--- src/common/resolver_pkg.sv ---
// constants shared by the resolver position capture block
package resolver_pkg;
   // register indices; each register takes one aligned 32-bit word
   localparam int IDX_PERIODIC_POS = 0;
   localparam int IDX_STROBE_POS = 1;
   localparam int IDX_INT_STATUS = 2;
   localparam int IDX_INT_CONTROL = 3;
   localparam int IDX_UPDATE_PERIOD = 4;
   localparam int IDX_EVENT_STATUS = 5;
   localparam int IDX_EVENT_MASK = 6;
   localparam logic [31:0] OFS_PERIODIC_POS = 32'(IDX_PERIODIC_POS * 4);
   localparam logic [31:0] OFS_STROBE_POS = 32'(IDX_STROBE_POS * 4);
   localparam logic [31:0] OFS_INT_STATUS = 32'(IDX_INT_STATUS * 4);
   localparam logic [31:0] OFS_INT_CONTROL = 32'(IDX_INT_CONTROL * 4);
   localparam logic [31:0] OFS_UPDATE_PERIOD = 32'(IDX_UPDATE_PERIOD * 4);
   localparam logic [31:0] OFS_EVENT_STATUS = 32'(IDX_EVENT_STATUS * 4);
   localparam logic [31:0] OFS_EVENT_MASK = 32'(IDX_EVENT_MASK * 4);
   localparam int POS_BITS = 12;
   localparam int CCLK_DRIVE_BIT = 6;
   localparam int CCLK_SEEN_BIT = 15;
   localparam int SAMPLE_INT_EN_BIT = 0;
   localparam int EV_SAMPLE_BIT = 0;
   localparam int EV_STROBE_BIT = 1;
   localparam int EV_WIDTH = 2;
   localparam logic [15:0] INT_CONTROL_RESET = 16'h0000;
   localparam logic [15:0] UPDATE_PERIOD_RESET = 16'h0001;
   localparam logic [EV_WIDTH-1:0] EVENT_MASK_RESET = 2'h0;
   localparam int CLK_HZ = 200_000_000;
   localparam int PERIOD_STEP_US = 500;
   localparam int STEP_CYCLES = CLK_HZ / 1_000_000 * PERIOD_STEP_US;
   localparam int CCLK_HZ = 1_000_000;
   localparam int CCLK_HALF_CYCLES = CLK_HZ / CCLK_HZ / 2;
   localparam logic [1:0] RESP_OKAY = 2'h0;
   localparam logic [1:0] RESP_SLVERR = 2'h2;
endpackage : resolver_pkg

--- src/hw/resolver_position_capture_regs.sv ---
// resolver position capture block with axi4-lite registers
// Functional notes
// - position comes from a 12-bit converter word per electrical turn.
// - the periodic register refreshes once per programmed update period.
// - the strobe register loads the position on each strobe rising edge.
// - both position registers are read-only; writes leave them unchanged.
// - status and control content shows at two offsets, one RO, one RW.
// - the module drives the common clock only while control bit 6 is set.
// - each update period count stands for 500 microseconds.
// - status bit 15 reports common clock present; writing 64 drives it.
// - the periodic value follows shaft angle, rising clockwise.
// - with a still shaft the strobe capture equals the periodic value.
// - a 2-bit turn counter sits in the top bits, cleared by reset.
// - an optional interrupt per sample fires after the value is latched.
//
// Implementation choice: the AXI4-Lite slave port.
`timescale 1ns/1ps
`default_nettype none
module resolver_position_capture_regs
   import resolver_pkg::*;
#(
   parameter int STEP_CYC = STEP_CYCLES,
   parameter int CCLK_HALF = CCLK_HALF_CYCLES
) (
   input wire logic aclk,
   input wire logic aresetn,
   input wire logic [31:0] s_axi_awaddr,
   input wire logic s_axi_awvalid,
   output logic s_axi_awready,
   input wire logic [31:0] s_axi_wdata,
   input wire logic [3:0] s_axi_wstrb,
   input wire logic s_axi_wvalid,
   output logic s_axi_wready,
   output logic [1:0] s_axi_bresp,
   output logic s_axi_bvalid,
   input wire logic s_axi_bready,
   input wire logic [31:0] s_axi_araddr,
   input wire logic s_axi_arvalid,
   output logic s_axi_arready,
   output logic [31:0] s_axi_rdata,
   output logic [1:0] s_axi_rresp,
   output logic s_axi_rvalid,
   input wire logic s_axi_rready,
   input wire logic [POS_BITS-1:0] converter_angle,
   input wire logic external_strobe,
   input wire logic common_clock_in,
   output logic common_clock_out,
   output logic common_clock_oe_n,
   output logic irq
);
   //////////////////////////////////////////////////////////////////////
   logic [15:0] int_control_q;
   logic [15:0] update_period_q;
   logic [15:0] periodic_pos_q;
   logic [15:0] strobe_pos_q;
   logic [1:0] turns_q;
   logic [POS_BITS-1:0] angle_prev_q;
   logic [EV_WIDTH-1:0] ev_status_q;
   logic [EV_WIDTH-1:0] ev_mask_q;
   logic strobe_s1_q, strobe_s2_q, strobe_s3_q;
   logic cc_s1_q, cc_s2_q, cc_s3_q;
   logic cclk_seen_q;
   // four half periods of the default clock need more than eight bits
   logic [9:0] cc_idle_q;
   logic [15:0] period_cnt_q;
   logic step_tick, sample_tick, strobe_rise;
   logic cclk_tick, cclk_q;
   logic period_wr;
   logic [15:0] position;

   function automatic logic [15:0] status_word(input logic [15:0] ctl,
                                               input logic seen);
      status_word = ctl;
      status_word[CCLK_SEEN_BIT] = seen;
   endfunction : status_word

   //////////////////////////////////////////////////////////////////////
   // axi4-lite write channel: address and data taken in either order
   logic aw_held_q, w_held_q;
   logic [31:0] awaddr_q, wdata_q;
   logic [3:0] wstrb_q;
   logic wr_go;

   assign s_axi_awready = !aw_held_q && !s_axi_bvalid;
   assign s_axi_wready = !w_held_q && !s_axi_bvalid;
   assign wr_go = aw_held_q && w_held_q && !s_axi_bvalid;

   always_ff @(posedge aclk) begin
      if (!aresetn) begin
         aw_held_q <= 1'b0;
         w_held_q <= 1'b0;
         awaddr_q <= '0;
         wdata_q <= '0;
         wstrb_q <= '0;
      end else begin
         if (s_axi_awvalid && s_axi_awready) begin
            aw_held_q <= 1'b1;
            awaddr_q <= s_axi_awaddr;
         end else if (wr_go) begin
            aw_held_q <= 1'b0;
         end
         if (s_axi_wvalid && s_axi_wready) begin
            w_held_q <= 1'b1;
            wdata_q <= s_axi_wdata;
            wstrb_q <= s_axi_wstrb;
         end else if (wr_go) begin
            w_held_q <= 1'b0;
         end
      end
   end

   always_ff @(posedge aclk) begin
      if (!aresetn) begin
         s_axi_bvalid <= 1'b0;
         s_axi_bresp <= RESP_OKAY;
      end else if (wr_go) begin
         s_axi_bvalid <= 1'b1;
         // position and interrupt status offsets are read-only and answer slverr
         unique case (awaddr_q)
            OFS_INT_CONTROL, OFS_UPDATE_PERIOD, OFS_EVENT_STATUS,
            OFS_EVENT_MASK: s_axi_bresp <= RESP_OKAY;
            default: s_axi_bresp <= RESP_SLVERR;
         endcase
      end else if (s_axi_bready) begin
         s_axi_bvalid <= 1'b0;
      end
   end

   function automatic logic [15:0] merge16(input logic [15:0] old,
                                           input logic [31:0] data,
                                           input logic [3:0] strb);
      merge16 = old;
      if (strb[0]) merge16[7:0] = data[7:0];
      if (strb[1]) merge16[15:8] = data[15:8];
   endfunction : merge16

   assign period_wr = wr_go && awaddr_q == OFS_UPDATE_PERIOD;

   always_ff @(posedge aclk) begin
      if (!aresetn) begin
         int_control_q <= INT_CONTROL_RESET;
      end else if (wr_go && awaddr_q == OFS_INT_CONTROL) begin
         // the presence bit is hardware status, never stored
         int_control_q <= merge16(int_control_q, wdata_q, wstrb_q)
                          & ~(16'h0001 << CCLK_SEEN_BIT);
      end
   end

   always_ff @(posedge aclk) begin
      if (!aresetn) begin
         update_period_q <= UPDATE_PERIOD_RESET;
      end else if (period_wr) begin
         update_period_q <= merge16(update_period_q, wdata_q, wstrb_q);
      end
   end

   always_ff @(posedge aclk) begin
      if (!aresetn) begin
         ev_mask_q <= EVENT_MASK_RESET;
      end else if (wr_go && awaddr_q == OFS_EVENT_MASK && wstrb_q[0]) begin
         ev_mask_q <= wdata_q[EV_WIDTH-1:0];
      end
   end

   //////////////////////////////////////////////////////////////////////
   // axi4-lite read channel, one cycle after the address is taken
   assign s_axi_arready = !s_axi_rvalid;

   always_ff @(posedge aclk) begin
      if (!aresetn) begin
         s_axi_rvalid <= 1'b0;
         s_axi_rdata <= '0;
         s_axi_rresp <= RESP_OKAY;
      end else if (s_axi_arvalid && s_axi_arready) begin
         s_axi_rvalid <= 1'b1;
         s_axi_rresp <= RESP_OKAY;
         unique case (s_axi_araddr)
            OFS_PERIODIC_POS: s_axi_rdata <= {16'h0000, periodic_pos_q};
            OFS_STROBE_POS: s_axi_rdata <= {16'h0000, strobe_pos_q};
            OFS_INT_STATUS, OFS_INT_CONTROL:
               s_axi_rdata <= {16'h0000,
                               status_word(int_control_q, cclk_seen_q)};
            OFS_UPDATE_PERIOD: s_axi_rdata <= {16'h0000, update_period_q};
            OFS_EVENT_STATUS: s_axi_rdata <= {30'h0, ev_status_q};
            OFS_EVENT_MASK: s_axi_rdata <= {30'h0, ev_mask_q};
            default: begin
               s_axi_rdata <= 32'h0000_0000;
               s_axi_rresp <= RESP_SLVERR;
            end
         endcase
      end else if (s_axi_rready) begin
         s_axi_rvalid <= 1'b0;
      end
   end

   //////////////////////////////////////////////////////////////////////
   // turn counter: wrap of the 12-bit angle steps the top two bits
   always_ff @(posedge aclk) begin
      if (!aresetn) begin
         angle_prev_q <= '0;
         turns_q <= 2'h0;
      end else begin
         angle_prev_q <= converter_angle;
         if (angle_prev_q[POS_BITS-1:POS_BITS-2] == 2'h3 &&
             converter_angle[POS_BITS-1:POS_BITS-2] == 2'h0) begin
            turns_q <= turns_q + 2'h1;
         end else if (angle_prev_q[POS_BITS-1:POS_BITS-2] == 2'h0 &&
                      converter_angle[POS_BITS-1:POS_BITS-2] == 2'h3) begin
            turns_q <= turns_q - 2'h1;
         end
      end
   end

   // bits 13:12 unused, angle in 11:0
   assign position = {turns_q, 2'h0, angle_prev_q};

   //////////////////////////////////////////////////////////////////////
   // periodic sampling: 500 us steps counted to the programmed period
   step_divider #(.WIDTH(20)) u_step (
      .aclk(aclk),
      .aresetn(aresetn),
      .restart(period_wr),
      .div_cycles(20'(STEP_CYC)),
      .tick(step_tick)
   );

   assign sample_tick = step_tick &&
                        (period_cnt_q + 16'h1 >= update_period_q);

   always_ff @(posedge aclk) begin
      if (!aresetn || period_wr) begin
         period_cnt_q <= 16'h0000;
      end else if (sample_tick) begin
         period_cnt_q <= 16'h0000;
      end else if (step_tick) begin
         period_cnt_q <= period_cnt_q + 16'h1;
      end
   end

   always_ff @(posedge aclk) begin
      if (!aresetn) begin
         periodic_pos_q <= 16'h0000;
      end else if (sample_tick) begin
         periodic_pos_q <= position;
      end
   end

   //////////////////////////////////////////////////////////////////////
   // strobe: two-flop synchroniser then edge detect on stages 2 and 3
   always_ff @(posedge aclk) begin
      if (!aresetn) begin
         strobe_s1_q <= 1'b0;
         strobe_s2_q <= 1'b0;
         strobe_s3_q <= 1'b0;
      end else begin
         strobe_s1_q <= external_strobe;
         strobe_s2_q <= strobe_s1_q;
         strobe_s3_q <= strobe_s2_q;
      end
   end

   assign strobe_rise = strobe_s2_q && !strobe_s3_q;

   always_ff @(posedge aclk) begin
      if (!aresetn) begin
         strobe_pos_q <= 16'h0000;
      end else if (strobe_rise) begin
         // same source word as the periodic sample
         strobe_pos_q <= position;
      end
   end

   //////////////////////////////////////////////////////////////////////
   // events: set wins over write-one-to-clear
   always_ff @(posedge aclk) begin
      if (!aresetn) begin
         ev_status_q <= '0;
      end else begin
         for (int i = 0; i < EV_WIDTH; i++) begin
            if (wr_go && awaddr_q == OFS_EVENT_STATUS && wdata_q[i]) begin
               ev_status_q[i] <= 1'b0;
            end
         end
         // flag rises on the same edge that latches the sample
         if (sample_tick && int_control_q[SAMPLE_INT_EN_BIT]) begin
            ev_status_q[EV_SAMPLE_BIT] <= 1'b1;
         end
         if (strobe_rise) begin
            ev_status_q[EV_STROBE_BIT] <= 1'b1;
         end
      end
   end

   assign irq = |(ev_status_q & ev_mask_q);

   //////////////////////////////////////////////////////////////////////
   // common clock: drive a 1 MHz square when enabled, watch its presence
   step_divider #(.WIDTH(8)) u_cclk (
      .aclk(aclk),
      .aresetn(aresetn),
      .restart(!int_control_q[CCLK_DRIVE_BIT]),
      .div_cycles(8'(CCLK_HALF)),
      .tick(cclk_tick)
   );

   always_ff @(posedge aclk) begin
      if (!aresetn || !int_control_q[CCLK_DRIVE_BIT]) begin
         cclk_q <= 1'b0;
      end else if (cclk_tick) begin
         cclk_q <= !cclk_q;
      end
   end

   assign common_clock_out = cclk_q;
   assign common_clock_oe_n = !int_control_q[CCLK_DRIVE_BIT];

   // presence: an edge seen within four half periods
   always_ff @(posedge aclk) begin
      if (!aresetn) begin
         cc_s1_q <= 1'b0;
         cc_s2_q <= 1'b0;
         cc_s3_q <= 1'b0;
         cc_idle_q <= 10'h3FF;
         cclk_seen_q <= 1'b0;
      end else begin
         cc_s1_q <= common_clock_in;
         cc_s2_q <= cc_s1_q;
         cc_s3_q <= cc_s2_q;
         if (cc_s2_q != cc_s3_q) begin
            cc_idle_q <= 10'h000;
            cclk_seen_q <= 1'b1;
         end else if (cc_idle_q < 10'(4 * CCLK_HALF)) begin
            cc_idle_q <= cc_idle_q + 10'h001;
         end else begin
            cclk_seen_q <= 1'b0;
         end
      end
   end

   //////////////////////////////////////////////////////////////////////
   a_sample_latch: assert property (@(posedge aclk)
      disable iff (!aresetn)
      sample_tick |=> periodic_pos_q == $past(position))
      else $error("periodic position not latched on sample");
   a_strobe_once: assert property (@(posedge aclk)
      disable iff (!aresetn)
      strobe_rise |=> !strobe_rise)
      else $error("strobe captured twice");
   a_strobe_cap: assert property (@(posedge aclk)
      disable iff (!aresetn)
      strobe_rise |=> strobe_pos_q == $past(position))
      else $error("strobe capture wrong");
   a_pos_hold: assert property (@(posedge aclk)
      disable iff (!aresetn)
      !sample_tick |=> $stable(periodic_pos_q))
      else $error("periodic position changed without sample");
   // the square may stand one more cycle while its register clears
   a_cclk_drive: assert property (@(posedge aclk)
      disable iff (!aresetn)
      !int_control_q[CCLK_DRIVE_BIT] |-> common_clock_oe_n
      ##1 (int_control_q[CCLK_DRIVE_BIT] || !common_clock_out))
      else $error("common clock driven while disabled");
   a_irq_after: assert property (@(posedge aclk)
      disable iff (!aresetn)
      sample_tick && int_control_q[SAMPLE_INT_EN_BIT] && ev_mask_q[0]
      |=> irq && periodic_pos_q == $past(position))
      else $error("sample interrupt missing or early");
   a_step_len: assert property (@(posedge aclk)
      disable iff (!aresetn)
      step_tick |=> !step_tick [*8])
      else $error("step ticks too close");
   a_wr_ro: assert property (@(posedge aclk)
      disable iff (!aresetn)
      wr_go && awaddr_q == OFS_PERIODIC_POS |=> $stable(periodic_pos_q)
      || $past(sample_tick))
      else $error("write changed read-only position");
   c_sample: cover property (@(posedge aclk) sample_tick);
   c_strobe: cover property (@(posedge aclk) strobe_rise);
   c_irq: cover property (@(posedge aclk) $rose(irq));
   c_cclk: cover property (@(posedge aclk) !common_clock_oe_n);
endmodule : resolver_position_capture_regs
`default_nettype wire

--- src/hw/step_divider.sv ---
// enable pulse divider: one pulse every div_cycles clocks
`timescale 1ns/1ps
`default_nettype none
module step_divider #(
   parameter int WIDTH = 20
) (
   input wire logic aclk,
   input wire logic aresetn,
   input wire logic restart,
   input wire logic [WIDTH-1:0] div_cycles,
   output logic tick
);
   logic [WIDTH-1:0] cnt_q;

   always_ff @(posedge aclk) begin
      if (!aresetn || restart) begin
         cnt_q <= '0;
      end else if (cnt_q >= div_cycles - WIDTH'(1)) begin
         cnt_q <= '0;
      end else begin
         cnt_q <= cnt_q + WIDTH'(1);
      end
   end

   assign tick = aresetn && !restart && (cnt_q >= div_cycles - WIDTH'(1));
endmodule : step_divider
`default_nettype wire

--- config.mk ---
export PLATFORM = sky130hd
export DESIGN_NAME = resolver_position_capture_regs
export DESIGN_NICKNAME = d
export VERILOG_FILES = /design/src/common/resolver_pkg.sv /design/src/hw/resolver_position_capture_regs.sv /design/src/hw/step_divider.sv
export SDC_FILE = /design/constraint.sdc
export NUM_CORES = 1
export LEC_CHECK = 0
export CAP_MARGIN = 20
export CORE_ASPECT_RATIO = 0.7
export CORE_MARGIN = 10
export CORE_UTILIZATION = 45
export CTS_CLUSTER_DIAMETER = 50
export CTS_CLUSTER_SIZE = 14
export DETAILED_ROUTE_END_ITERATION = 12
export DONT_BUFFER_PORTS = 1
export SLEW_MARGIN = 20
export SYNTH_ARGS = -nofsm -noshare
export SYNTH_HDL_FRONTEND = slang
export SYNTH_SLANG_ARGS = --single-unit
--- constraint.sdc ---
create_clock -name aclk -period 5.73 [get_ports aclk]
set_clock_uncertainty 0.15 [all_clocks]
set_input_delay 0 -clock aclk [delete_from_list [all_inputs] [get_ports aclk]]
set_output_delay 0 -clock aclk [all_outputs]
set_load 0.1 [all_outputs]
**Word-level counts from Yosys, hierarchy flattened**

Index checks and enable logic that the tools add are counted.

- Bits of input ports: 121
- Register bits after elaboration: 229
- Word-level logic and storage cells: 134

- Bitwise logic cells: 1
- Muxes and demuxes: 20
- Order comparisons: 4
- Add/subtract/negate cells: 6
- Eq/ne operators: 14
- Reductions and logical operators: 56

Operators with widths:

| kind | number |
|---|---|
| $eq A32 B5 Y1 const B | 6 |
| $eq A32 B4 Y1 const B | 3 |
| $pmux W16 S6 | 1 |
| $eq A32 B3 Y1 const B | 1 |
| $logic_not A32 Y1 | 1 |
| $logic_and A1 B1 Y1 | 23 |
| $add A20 B1 Y20 const B | 1 |
| $ge A20 B17 Y1 const B | 1 |
| $mux W10 | 2 |
| $add A16 B1 Y16 const B | 1 |
| $ge A16 B16 Y1 | 1 |
| $reduce_bool A2 Y1 | 8 |
| $mux W1 | 13 |
| $add A10 B1 Y10 const B | 1 |
| $lt A10 B9 Y1 const B | 1 |
| $reduce_or A2 Y1 | 5 |
| $logic_not A1 Y1 | 9 |
| $add A8 B1 Y8 const B | 1 |
| $ge A8 B7 Y1 const B | 1 |
| $mux W2 | 4 |
| $reduce_and A2 Y1 | 4 |
| $reduce_or A7 Y1 | 1 |
| $eq A2 B2 Y1 const B | 2 |
| $logic_not A2 Y1 | 2 |
| other kinds (7) | 8 |

**Longest topological paths before layout**

Gate-level depths: netlist of the first run.

- Depth in word-level cells: 9
- Mapped depth: 14
- Gate-level depth less buffers: 10

**By module**

A second synthesis of the first run with hierarchy kept.

- Cells, all modules: 1284
- Area total of the unflattened synthesis: 10671.5 um2

Modules (own cells, without submodules):

| module | area an instance (um2) | cells an instance | times used |
|---|---|---|---|
| resolver_position_capture_regs | 8299.2 | 1014 | 1 |
| step_divider at u_step | 1734.2 | 199 | 1 |
| step_divider at u_cclk | 638.1 | 71 | 1 |

**Worst setup path after synthesis of the first run**

Ideal clock, no wire load.

- Kind: register to register
- Start: register period_cnt_q[4]
- End: register periodic_pos_q[14]
- Arrival: 3.363 ns
- Period minus slack after synthesis: 3.631 ns
- Cell stages (with the launch flop): 15
- Path slack: 2.099 ns
- Path through: dfxtp_1 clkbuf_1 and4_1 clkbuf_1 nand3_1 or3_1 xnor2_1 ha_1 nand4_2 nor4_4 a31oi_4 a2111o_1 buf_6 buf_12 mux2i_1

- Word-level cells in the longest chain between the ends: 3

Ends and longest elaborated chain:

| element | line | source |
|---|---|---|
| from (decl) | resolver_position_capture_regs.sv:65 | `logic [15:0] period_cnt_q;` |
| from (signal assigned) | resolver_position_capture_regs.sv:236 | `period_cnt_q <= period_cnt_q + 16'h1;` |
| $add A16 B1 Y16 | resolver_position_capture_regs.sv:228 | `(period_cnt_q + 16'h1 >= update_period_q);` |
| $ge A16 B16 Y1 | resolver_position_capture_regs.sv:228 |  |
| $logic_and A1 B1 Y1 | resolver_position_capture_regs.sv:227 | `assign sample_tick = step_tick &&` |
| to (signal assigned) | resolver_position_capture_regs.sv:244 | `periodic_pos_q <= position;` |
| to (decl) | resolver_position_capture_regs.sv:54 | `logic [15:0] periodic_pos_q;` |

No other way between the ends.
A chain may end at the register's enable or synchronous reset.

**Final worst setup path of the first run**

- Start: register period_cnt_q[4]
- End: register periodic_pos_q[5]

The elaborated chain is that of the path after synthesis.

==> metrics.csv, run 1 <==
stage,metric,value,unit
status,outcome,"finished, final reports clean",
setup_path,CP endpoint kind,flip-flop,
floorplanning,Starting Density,0.455,
sta,Final TNS setup,0,ps
flow_run,# Max-Cap Violations,0,
worst_hold_path,hold path depth,2,
setup_path,CP max FO,28,
setup_path,worst path bufs/invs,0,
floorplanning,Core Region,20600,sq um
final_layout,layout cells sized above 1,0.0452,
floorplanning,FP Rows,44,
worst_hold_path,HP Class,in2reg,
placement,final RePlAce weighted congestion,0.820,
route,Post-Route WL,25300,um
clock_network,# clock sinks,211,
power_and_ir_drop,worst vdd ir,0.000202,V
logic_synthesis,top cell type's share of synthesized area,0.450,
setup_path,RR Endpoint,periodic_pos_q[5],
sta,# setup viols final,0,
grt,Total Routing Usage GR,0.182,
worst_hold_path,WHS Endpoint,angle_prev_q[9],
logic_synthesis,post-synth top area cell,dfxtp_1,
clock_network,Clock Pin Slew Worst Setup and Hold Paths,70,ps
worst_hold_path,Hold Startpoint,converter_angle[9],
final_layout,post-layout net count,1329,
power_and_ir_drop,PwrDens,290,nW/um^2
clock_network,# Post-CTS Setup Buffers,0,
route,drt pass-1 iters,5,
logic_synthesis,Synth cell types,57,
sta,final worst-path cycle share,0.765,
placement,port bufs,0,
setup_path,cell family with the largest share of critical-path delay,compound AO/OA/AOI/OAI gates,
logic_synthesis,"top cells by area, synth","dfxtp_1 45%, nand2_1 9.4%, mux2i_1 6.1%",
clock_network,"Clk Latency, worst-skew pair",510,ps
grt,largest net degree at the start of global routing,88,
setup_path,worst endpoint data arrival time,4650,ps
logic_synthesis,"Cell Area, Synth",9390,sq um
logic_synthesis,Yosys reg bits,211,
setup_path,worst r2r src,period_cnt_q[4],
setup_path,"reg-to-reg slack, setup",1350,ps
grt,initial antenna violation count,0,
logic_synthesis,commonest cells in the netlist,"236 x nand2_1, 211 x dfxtp_1, 95 x a21oi_1",
power_and_ir_drop,leakage power,4.18,nW
route,# DRC,0,
sta,final count of hold timing violations,0,
setup_path,"Cell Chain, Critical Path",and4_1 -> nand3_1 -> or3_1 -> xnor2_1 -> ha_1 -> a21oi_1 -> o21ai_0 -> a31oi_4 -> a2111o_1 -> mux2i_1,
clock_network,cts bufs inserted,20,
final_layout,Diodes inserted,0,
placement,hpwl dp,17500,um
logic_synthesis,Ys Warns,0,
setup_path,CP Launch Type,flip-flop,
sta,fin worst setup slack,1350,ps
floorplanning,Die Width,193,um
floorplanning,IO Count,165,
logic_synthesis,"count leader, synth",nand2_1,
logic_synthesis,Syn Area/Cell,8.43,sq um
clock_network,CTS max path bufs,3,
route,Wirelength per Cell,17.2,um
sta,f_max,228,MHz
grt,global-route wire length before repair,40700,um
logic_synthesis,"Seq/Total Area, Yosys",0.450,
grt,GRT overflow,0,
sta,Slew Limit Headroom,0.285,
setup_path,"slowest stage delay, CP",830,ps
logic_synthesis,Async SR Flop Fraction,0,
sta,Tightest Pin Transition,1070,ps
clock_network,CTS tree,yes,
logic_synthesis,main flop type after synthesis,dfxtp_1,
setup_path,Crit path required time,6000,ps
clock_network,H-tree levels,1,
route,via count,7871,
final_layout,synth-to-layout area growth,18.9,%
setup_path,R2R depth,10,
route,Vias/cell,5.35,
sta,Final min period,4380,ps
final_layout,post-layout util,0.541,
logic_synthesis,number of synthesized flops with an enable pin,0,
route,Iter 0 DRT Violations,528,
clock_network,Root Driver,clkbuf_16,
route,final antenna-violating net count,0,
sta,RSZ-0062 raised after global routing,no,
floorplanning,die height,141,um
placement,DP Worst Slack,1440,ps
setup_path,slowest CP cell,a2111o_1,
sta,Final Slew Violations,0,
grt,vias in the first global route,7581,
setup_path,CP Class,reg2reg,
floorplanning,Die ar.,27100,sq um
logic_synthesis,synthesized instance count,1115,
[stage by stage]
| stage | instances | cell area [sq um] | total power, mW | hold slack (ps) |
|---|---|---|---|---|
| detailed placement | 1343 | 9520 | 1.85 | -44.0 |
| finish | 1471 | 11200 | 3.24 | 11.7 |
| global route | 1471 | 11200 | 3.35 | 20.8 |
| floorplan | 1136 | 9470 | 1.82 | -49.9 |
| CTS | 1469 | 11100 | 3.27 | 1.44 |
| global placement | 1339 | 9460 | 1.84 | -46.8 |
[report_power, final]
part | switching, mW | internal [mW] | total, mW
Sequential | 0.0485 | 1.52 | 1.57
Combinational | 0.213 | 0.118 | 0.331
Clock | 0.571 | 0.774 | 1.35
Total | 0.832 | 2.41 | 3.24
[sequential cells by signal, summed over array words and instances, names as in the netlist, 14 cells and up]
signal	cells
wdata_q	16
strobe_pos_q	14
u_step.cnt_q	20
s_axi_rdata	16
awaddr_q	32
int_control_q	15
period_cnt_q	16
periodic_pos_q	14
update_period_q	16
[what timing repair did]
item                                    4_1_cts  5_1_grt
resized for setup                             0        0
hold buffers                                 97        1
endpoints found under the setup margin        0        0
endpoints found under the hold margin       174       12
[per-layer routing]
metal	part of all wire	GRT usage	vias up
met3	0.076	0.0382	27
met2	0.42	0.271	253
li1	-	-	3952
met4	0.017	0.0378	0
met5	0	0	-
met1	0.49	0.264	3639
[worst reg2reg max path, delay by kind of cell, from the launching register on]
family	cells	cell delay [ps]
compound gates	4	1800
xor+xnor	1	200
fa+ha+maj	1	300
flops	1	470
mux	1	300
simple gates	3	1080
[worst max-delay path by stage]
stage / startpoint / cells after the start / endpoint
2_1_floorplan: period_cnt_q[4] / 14 / periodic_pos_q[14]
3_3_place_gp: period_cnt_q[4] / 10 / periodic_pos_q[11]
3_5_place_dp: period_cnt_q[2] / 10 / periodic_pos_q[9]
4_1_cts: period_cnt_q[4] / 10 / periodic_pos_q[5]
5_1_grt: period_cnt_q[4] / 10 / periodic_pos_q[11]
6_report: period_cnt_q[4] / 10 / periodic_pos_q[5]
[cell families (layout without fill, tap and decap cells)]
kind of cell / count (synthesis) / count (layout) / share of synthesized area
simple gates: 465 / 465 / 0.239
mux: 57 / 57 / 0.0607
flops: 211 / 211 / 0.450
buf+inv: 119 / 178 / 0.0593
compound gates: 199 / 199 / 0.124
other cells: 1 / 22 / 0.000399
fa+ha+maj: 20 / 20 / 0.0266
xor+xnor: 43 / 43 / 0.0401
[layout by cell type, fill, tap and decap left out, types with 20 or more instances in the layout]
master and n:
nand3_1 23, xnor2_1 22, nor4_1 21, nand4_1 36, and2_1 25, xor2_1 21
ha_1 20, mux2i_1 57, inv_1 40, a21oi_1 95, o21ai_1 28, clkbuf_16 20
conb_1 22, dlygate4sd3_1 97, dfxtp_1 211, nor2_1 59, o21ai_0 24, nand2_1 236
[layout make-up]
class	instances	area, sq um
clock buffer	23	512
clock inverter	6	124
fill	1921	9470
inverter	41	154
multi-input combinational	806	4700
sequential	211	4220
tap	276	345
timing repair buffer	108	1110
(Power assumes the default switching activity.)
==> run 2: changes to the inputs <==
==> constraint.sdc (replaced) <==
create_clock -name aclk -period 4.6 [get_ports aclk]
set_clock_uncertainty 0.15 [all_clocks]
set_input_delay 0 -clock aclk [delete_from_list [all_inputs] [get_ports aclk]]
set_output_delay 0 -clock aclk [all_outputs]
set_load 0.1 [all_outputs]
==> run 2 against run 1 <==
Effect of this change: power rose by 24%; via count fell by 0.39%; sequential share of layout area rose by 0.15 points; largest cell class unchanged; wire length rose by 0.99%; register-to-register slack got worse by 720 ps; die area did not move; worst setup slack got worse by 720 ps; design area fell by 0.40%; cell count fell by 0.14%; global-route usage fell by 0.11 points.
==> metrics.csv, run 2 (same netlist as run 1, synthesis figures left out) <==
stage,metric,value,unit
floorplanning,Starting Density,0.455,
placement,Post-DP Area,9500,sq um
sta,Slew Limit Headroom,0.284,
route,Wirelength per Cell,17.4,um
final_layout,"commonest non-fill, non-tap cell in the layout",nand2_1,
power_and_ir_drop,combinational share of power,0.101,
power_and_ir_drop,Clock power frac,0.414,
clock_network,# Post-CTS Setup Buffers,0,
final_layout,Largest register FFs,32,
floorplanning,Die ar.,27100,sq um
clock_network,Post-CTS Hold Buffers,95,
final_layout,post-layout net count,1328,
power_and_ir_drop,register share of total power,0.484,
final_layout,most frequent cells in the layout,"236 x nand2_1, 211 x dfxtp_1, 95 x a21oi_1, 95 x dlygate4sd3_1, 59 x nor2_1",
route,# DRC,0,
sta,RSZ-0062 raised after global routing,no,
power_and_ir_drop,Switching Power,1.02,mW
setup_path,CP Class,reg2reg,
sta,f_max,252,MHz
setup_path,crit path launch,period_cnt_q[4],
worst_hold_path,hold path depth,2,
clock_network,Clock Pin Slew Worst Setup and Hold Paths,60,ps
final_layout,Non-Filler Instances,1469,
sta,final worst-path cycle share,0.863,
setup_path,RR Endpoint,periodic_pos_q[6],
flow_run,# Max-Cap Violations,0,
setup_path,Crit path required time,4800,ps
setup_path,CP endpoint kind,flip-flop,
clock_network,# clock sinks,211,
power_and_ir_drop,leakage power,4.16,nW
setup_path,worst r2r src,period_cnt_q[4],
final_layout,Diodes inserted,0,
placement,hpwl dp,17600,um
grt,largest net degree at the start of global routing,78,
grt,GRT overflow,0,
placement,final RePlAce weighted congestion,0.809,
power_and_ir_drop,PwrDens,361,nW/um^2
clock_network,cts bufs inserted,20,
final_layout,post-layout util,0.539,
clock_network,CTS max path bufs,3,
placement,port bufs,0,
floorplanning,IO Count,165,
sta,Tightest Pin Transition,1070,ps
setup_path,"reg-to-reg slack, setup",630,ps
grt,vias in the first global route,7640,
sta,# setup viols final,0,
power_and_ir_drop,switch share,0.255,
floorplanning,die height,141,um
setup_path,worst endpoint data arrival time,4170,ps
status,outcome,"finished, final reports clean",
clock_network,"Clk Latency, worst-skew pair",500,ps
power_and_ir_drop,total power,4.02,mW
clock_network,CTS tree,yes,
sta,Final TNS setup,0,ps
final_layout,Reg with most FFs,awaddr_q,
route,via count,7840,
sta,Final min period,3970,ps
clock_network,H-tree levels,1,
floorplanning,Core Region,20600,sq um
route,Iter 0 DRT Violations,473,
route,final antenna-violating net count,0,
final_layout,fillers,1937,
clock_network,CTS resizes,0,
route,Vias/cell,5.34,
grt,global-route wire length before repair,40400,um
grt,initial antenna violation count,0,
setup_path,"slowest stage delay, CP",780,ps
clock_network,Root Driver,clkbuf_16,
route,drt pass-1 iters,5,
setup_path,"Cell Chain, Critical Path",and4_1 -> nand3_1 -> or3_1 -> xnor2_1 -> ha_1 -> nand4_2 -> nor4_4 -> a31oi_4 -> a2111o_1 -> mux2i_1,
final_layout,layout cells sized above 1,0.0486,
sta,final count of hold timing violations,0,
route,Post-Route WL,25600,um
worst_hold_path,HP Class,in2reg,
sta,Final Slew Violations,0,
setup_path,CP max FO,15,
power_and_ir_drop,Cell Int Power,3.00,mW
floorplanning,Die Width,193,um
setup_path,R2R depth,10,
power_and_ir_drop,worst vdd ir,0.000221,V
worst_hold_path,Hold Startpoint,common_clock_in,
worst_hold_path,WHS Endpoint,cc_s1_q,
final_layout,biggest regs,"awaddr_q (32), u_step.cnt_q (20)",
grt,Total Routing Usage GR,0.181,
setup_path,CP Launch Type,flip-flop,
final_layout,final instance area,11100,sq um
final_layout,synth-to-layout area growth,18.4,%
setup_path,slowest CP cell,a2111o_1,
floorplanning,FP Rows,44,
placement,Inst Count DP,1344,
run 2: power groups by stage:
| stage | sequential, mW | clock [mW] | combinational [mW] |
|---|---|---|---|
| after global placement | 1.99 | 0 | 0.310 |
| after detailed placement | 1.99 | 0 | 0.314 |
| final | 1.95 | 1.67 | 0.408 |
| after CTS | 1.95 | 1.70 | 0.401 |
| after global routing | 1.96 | 1.76 | 0.443 |
| after floorplan | 1.98 | 0 | 0.285 |
run 2: worst max-delay path by stage:
stage	end	cells past startpoint	slack, ps
2_1_floorplan	periodic_pos_q[14]	14	970
3_3_place_gp	periodic_pos_q[10]	10	750
3_5_place_dp	periodic_pos_q[6]	10	640
4_1_cts	periodic_pos_q[6]	10	630
5_1_grt	ev_status_q[0]	10	360
6_report	periodic_pos_q[6]	10	630
run 2: critical path: cells and delay by family (launching register included):
kind,cells,cell delay [ps]
and+or+nand+nor,5,1590
AOI/OAI and AO/OA,2,900
DFF,1,470
adders and majority gates,1,330
muxes,1,230
xor gates and xnor gates,1,140
run 2: through the flow:
stage	worst slack [ps]	hold WS, ps
2_1_floorplan	969	-49.9
6_report	629	19.4
3_5_place_dp	643	-44.5
4_1_cts	627	5.52
3_3_place_gp	749	-43.3
5_1_grt	364	28.0
run 2: area by class of cell:
cell class | count | area, sq um | share of cell area
inverter | 41 | 154 | 0.0138
tap | 276 | 345 | 0.0310
multi-input combinational | 806 | 4700 | 0.422
clock buffer | 24 | 557 | 0.0500
sequential | 211 | 4220 | 0.380
timing repair buffer | 107 | 1070 | 0.0960
clock inverter | 4 | 78.8 | 0.00708
run 2: routing by layer:
metal	global-route usage	share of wire	up-vias
met3	0.0416	0.072	33
met4	0.0374	0.018	0
li1	-	-	3940
met5	0	0	-
met1	0.261	0.49	3647
met2	0.268	0.42	220
==> run 3: changes to the inputs <==
==> constraint.sdc (replaced) <==
create_clock -name aclk -period 4.45 [get_ports aclk]
set_clock_uncertainty 0.15 [all_clocks]
set_input_delay 0 -clock aclk [delete_from_list [all_inputs] [get_ports aclk]]
set_output_delay 0 -clock aclk [all_outputs]
set_load 0.1 [all_outputs]
==> run 3 against run 2 <==
Effect of this change: register-to-register slack improved by 220 ps; highest routed layer unchanged; die area unchanged; count of clock-buffer cells in the layout is 2 lower; largest power group unchanged; critical path depth fell by 1; first-iteration DRC count fell by 1.9%; via count is 0.65% higher; utilization decreased by 0.16 points; flip-flop and latch count is the same.
==> metrics.csv, run 3 (same netlist as run 1, synthesis figures left out) <==
stage,metric,value,unit
floorplanning,Die ar.,27100,sq um
floorplanning,Core Region,20600,sq um
clock_network,"Clk Latency, worst-skew pair",500,ps
power_and_ir_drop,PwrDens,363,nW/um^2
final_layout,Seq. cell area,4220,sq um
placement,port bufs,0,
floorplanning,Die Width,193,um
clock_network,cts bufs inserted,21,
clock_network,CTS max path bufs,3,
placement,hpwl dp,17400,um
power_and_ir_drop,combinational share of power,0.105,
setup_path,CP max FO,16,
route,Wirelength per Cell,17.2,um
grt,largest net degree at the start of global routing,78,
sta,Final Slew Violations,0,
worst_hold_path,HP Class,in2reg,
final_layout,post-layout util,0.537,
power_and_ir_drop,worst vdd ir,0.000228,V
final_layout,Reg with most FFs,awaddr_q,
sta,final worst-path cycle share,0.817,
final_layout,area of the multi-input gates,4700,sq um
setup_path,worst endpoint data arrival time,3930,ps
clock_network,Root Driver,clkbuf_16,
power_and_ir_drop,leakage power,4.14,nW
clock_network,CTS tree,yes,
setup_path,RR Endpoint,periodic_pos_q[14],
clock_network,H-tree levels,1,
floorplanning,FP Rows,44,
route,drt pass-1 iters,5,
power_and_ir_drop,register share of total power,0.500,
worst_hold_path,WHS Endpoint,wdata_q[6],
flow_run,# Max-Cap Violations,0,
power_and_ir_drop,Cell Int Power,2.96,mW
route,Vias/cell,5.36,
route,# DRC,0,
power_and_ir_drop,Clock power frac,0.395,
final_layout,synth-to-layout area growth,18.1,%
grt,GRT overflow,0,
floorplanning,Starting Density,0.455,
route,via count,7891,
setup_path,worst r2r src,period_cnt_q[2],
route,Post-Route WL,25300,um
sta,final count of hold timing violations,0,
grt,global-route wire length before repair,40000,um
floorplanning,die height,141,um
grt,initial antenna violation count,1,
power_and_ir_drop,Switching Power,1.06,mW
final_layout,Largest register FFs,32,
sta,# setup viols final,0,
setup_path,CP endpoint kind,flip-flop,
setup_path,CP Class,in2reg,
route,Iter 0 DRT Violations,464,
route,final antenna-violating net count,0,
clock_network,Clock Pin Slew Worst Setup and Hold Paths,60,ps
final_layout,fillers,1981,
sta,Tightest Pin Transition,1090,ps
sta,Final TNS setup,0,ps
setup_path,CP Launch Type,input port,
placement,final RePlAce weighted congestion,0.808,
setup_path,"reg-to-reg slack, setup",850,ps
clock_network,CTS resizes,0,
setup_path,Crit path required time,4740,ps
final_layout,layout cells sized above 1,0.0503,
grt,vias in the first global route,7567,
sta,Final min period,3640,ps
sta,RSZ-0062 raised after global routing,no,
final_layout,most frequent cells in the layout,"236 x nand2_1, 211 x dfxtp_1, 95 x a21oi_1, 94 x dlygate4sd3_1, 59 x nor2_1",
final_layout,post-layout net count,1330,
clock_network,# clock sinks,211,
grt,Total Routing Usage GR,0.179,
status,outcome,"finished, final reports clean",
sta,Slew Limit Headroom,0.268,
worst_hold_path,hold path depth,3,
power_and_ir_drop,switch share,0.264,
setup_path,R2R depth,12,
floorplanning,IO Count,165,
sta,f_max,275,MHz
final_layout,biggest regs,"awaddr_q (32), u_step.cnt_q (20)",
final_layout,"commonest non-fill, non-tap cell in the layout",nand2_1,
worst_hold_path,Hold Startpoint,s_axi_wvalid,
run 3: cell types whose count changed in the layout (fill, tap and decap cells not counted), sizes merged, moves of 2 or more:
cell      previous run  this run
buf                 12        14
bufinv               2         0
clkbuf              24        22
clkinvlp             1         3
inv                 42        44
run 3: critical path: stages:
cell	delay, ps
dlygate4sd3_1	1130
nand2b_1	160
dlygate4sd3_1	610
o22ai_1	160
dlygate4sd3_1	590
nand2_1	50
dlygate4sd3_1	560
a21oi_1	120
dlygate4sd3_1	540
run 3: power groups by stage:
stage	clock network (mW)	registers, mW	logic (mW)
final	1.59	2.01	0.421
after global routing	1.71	2.02	0.458
after CTS	1.64	2.01	0.413
after detailed placement	0	2.06	0.324
after global placement	0	2.05	0.322
after floorplan	0	2.05	0.295
run 3: per-stage QoR:
step                worst slack, ps  power (mW)  hold slack, ps  instance area, sq um  cells
finish                          813        4.03            12.5                 11100   1471
global route                    621        4.19            25.4                 11100   1471
CTS                             830        4.06          0.0420                 11100   1468
detailed placement              872        2.38           -44.9                  9510   1346
global placement                927        2.38           -43.8                  9510   1346
floorplan                       819        2.34           -49.9                  9470   1136
run 3: worst max-delay path by stage:
stage                          startpoint                 end  slack (ps)  depth (start not counted)
final                     s_axi_araddr[2]      s_axi_rdata[1]         810                          9
after detailed placement  period_cnt_q[4]  periodic_pos_q[14]         870                         12
after global routing      period_cnt_q[4]   periodic_pos_q[8]         620                         12
after CTS                 s_axi_araddr[2]      s_axi_rdata[1]         830                          9
after global placement    period_cnt_q[4]   periodic_pos_q[6]         930                         12
after floorplan           period_cnt_q[4]  periodic_pos_q[14]         820                         14
run 3: what timing repair did:
action	CTS	global route
hold buffers	94	1
hold endpoints to repair	181	8
buffers inserted	0	0
run 3: layout make-up:
type / instances / area share
antenna: 1 / 0.000226
tap: 276 / 0.0311
clock buffer: 22 / 0.0477
clock inverter: 6 / 0.00485
timing repair buffer: 108 / 0.0979
multi-input combinational: 806 / 0.424
sequential: 211 / 0.381
inverter: 41 / 0.0139
run 3: per-layer routing:
| metal | part of all wire | global-route usage | vias up |
|---|---|---|---|
| met4 | 0.013 | 0.0334 | 0 |
| li1 | - | - | 3959 |
| met2 | 0.42 | 0.267 | 225 |
| met3 | 0.071 | 0.0394 | 27 |
| met5 | 0 | 0 | - |
| met1 | 0.50 | 0.260 | 3680 |
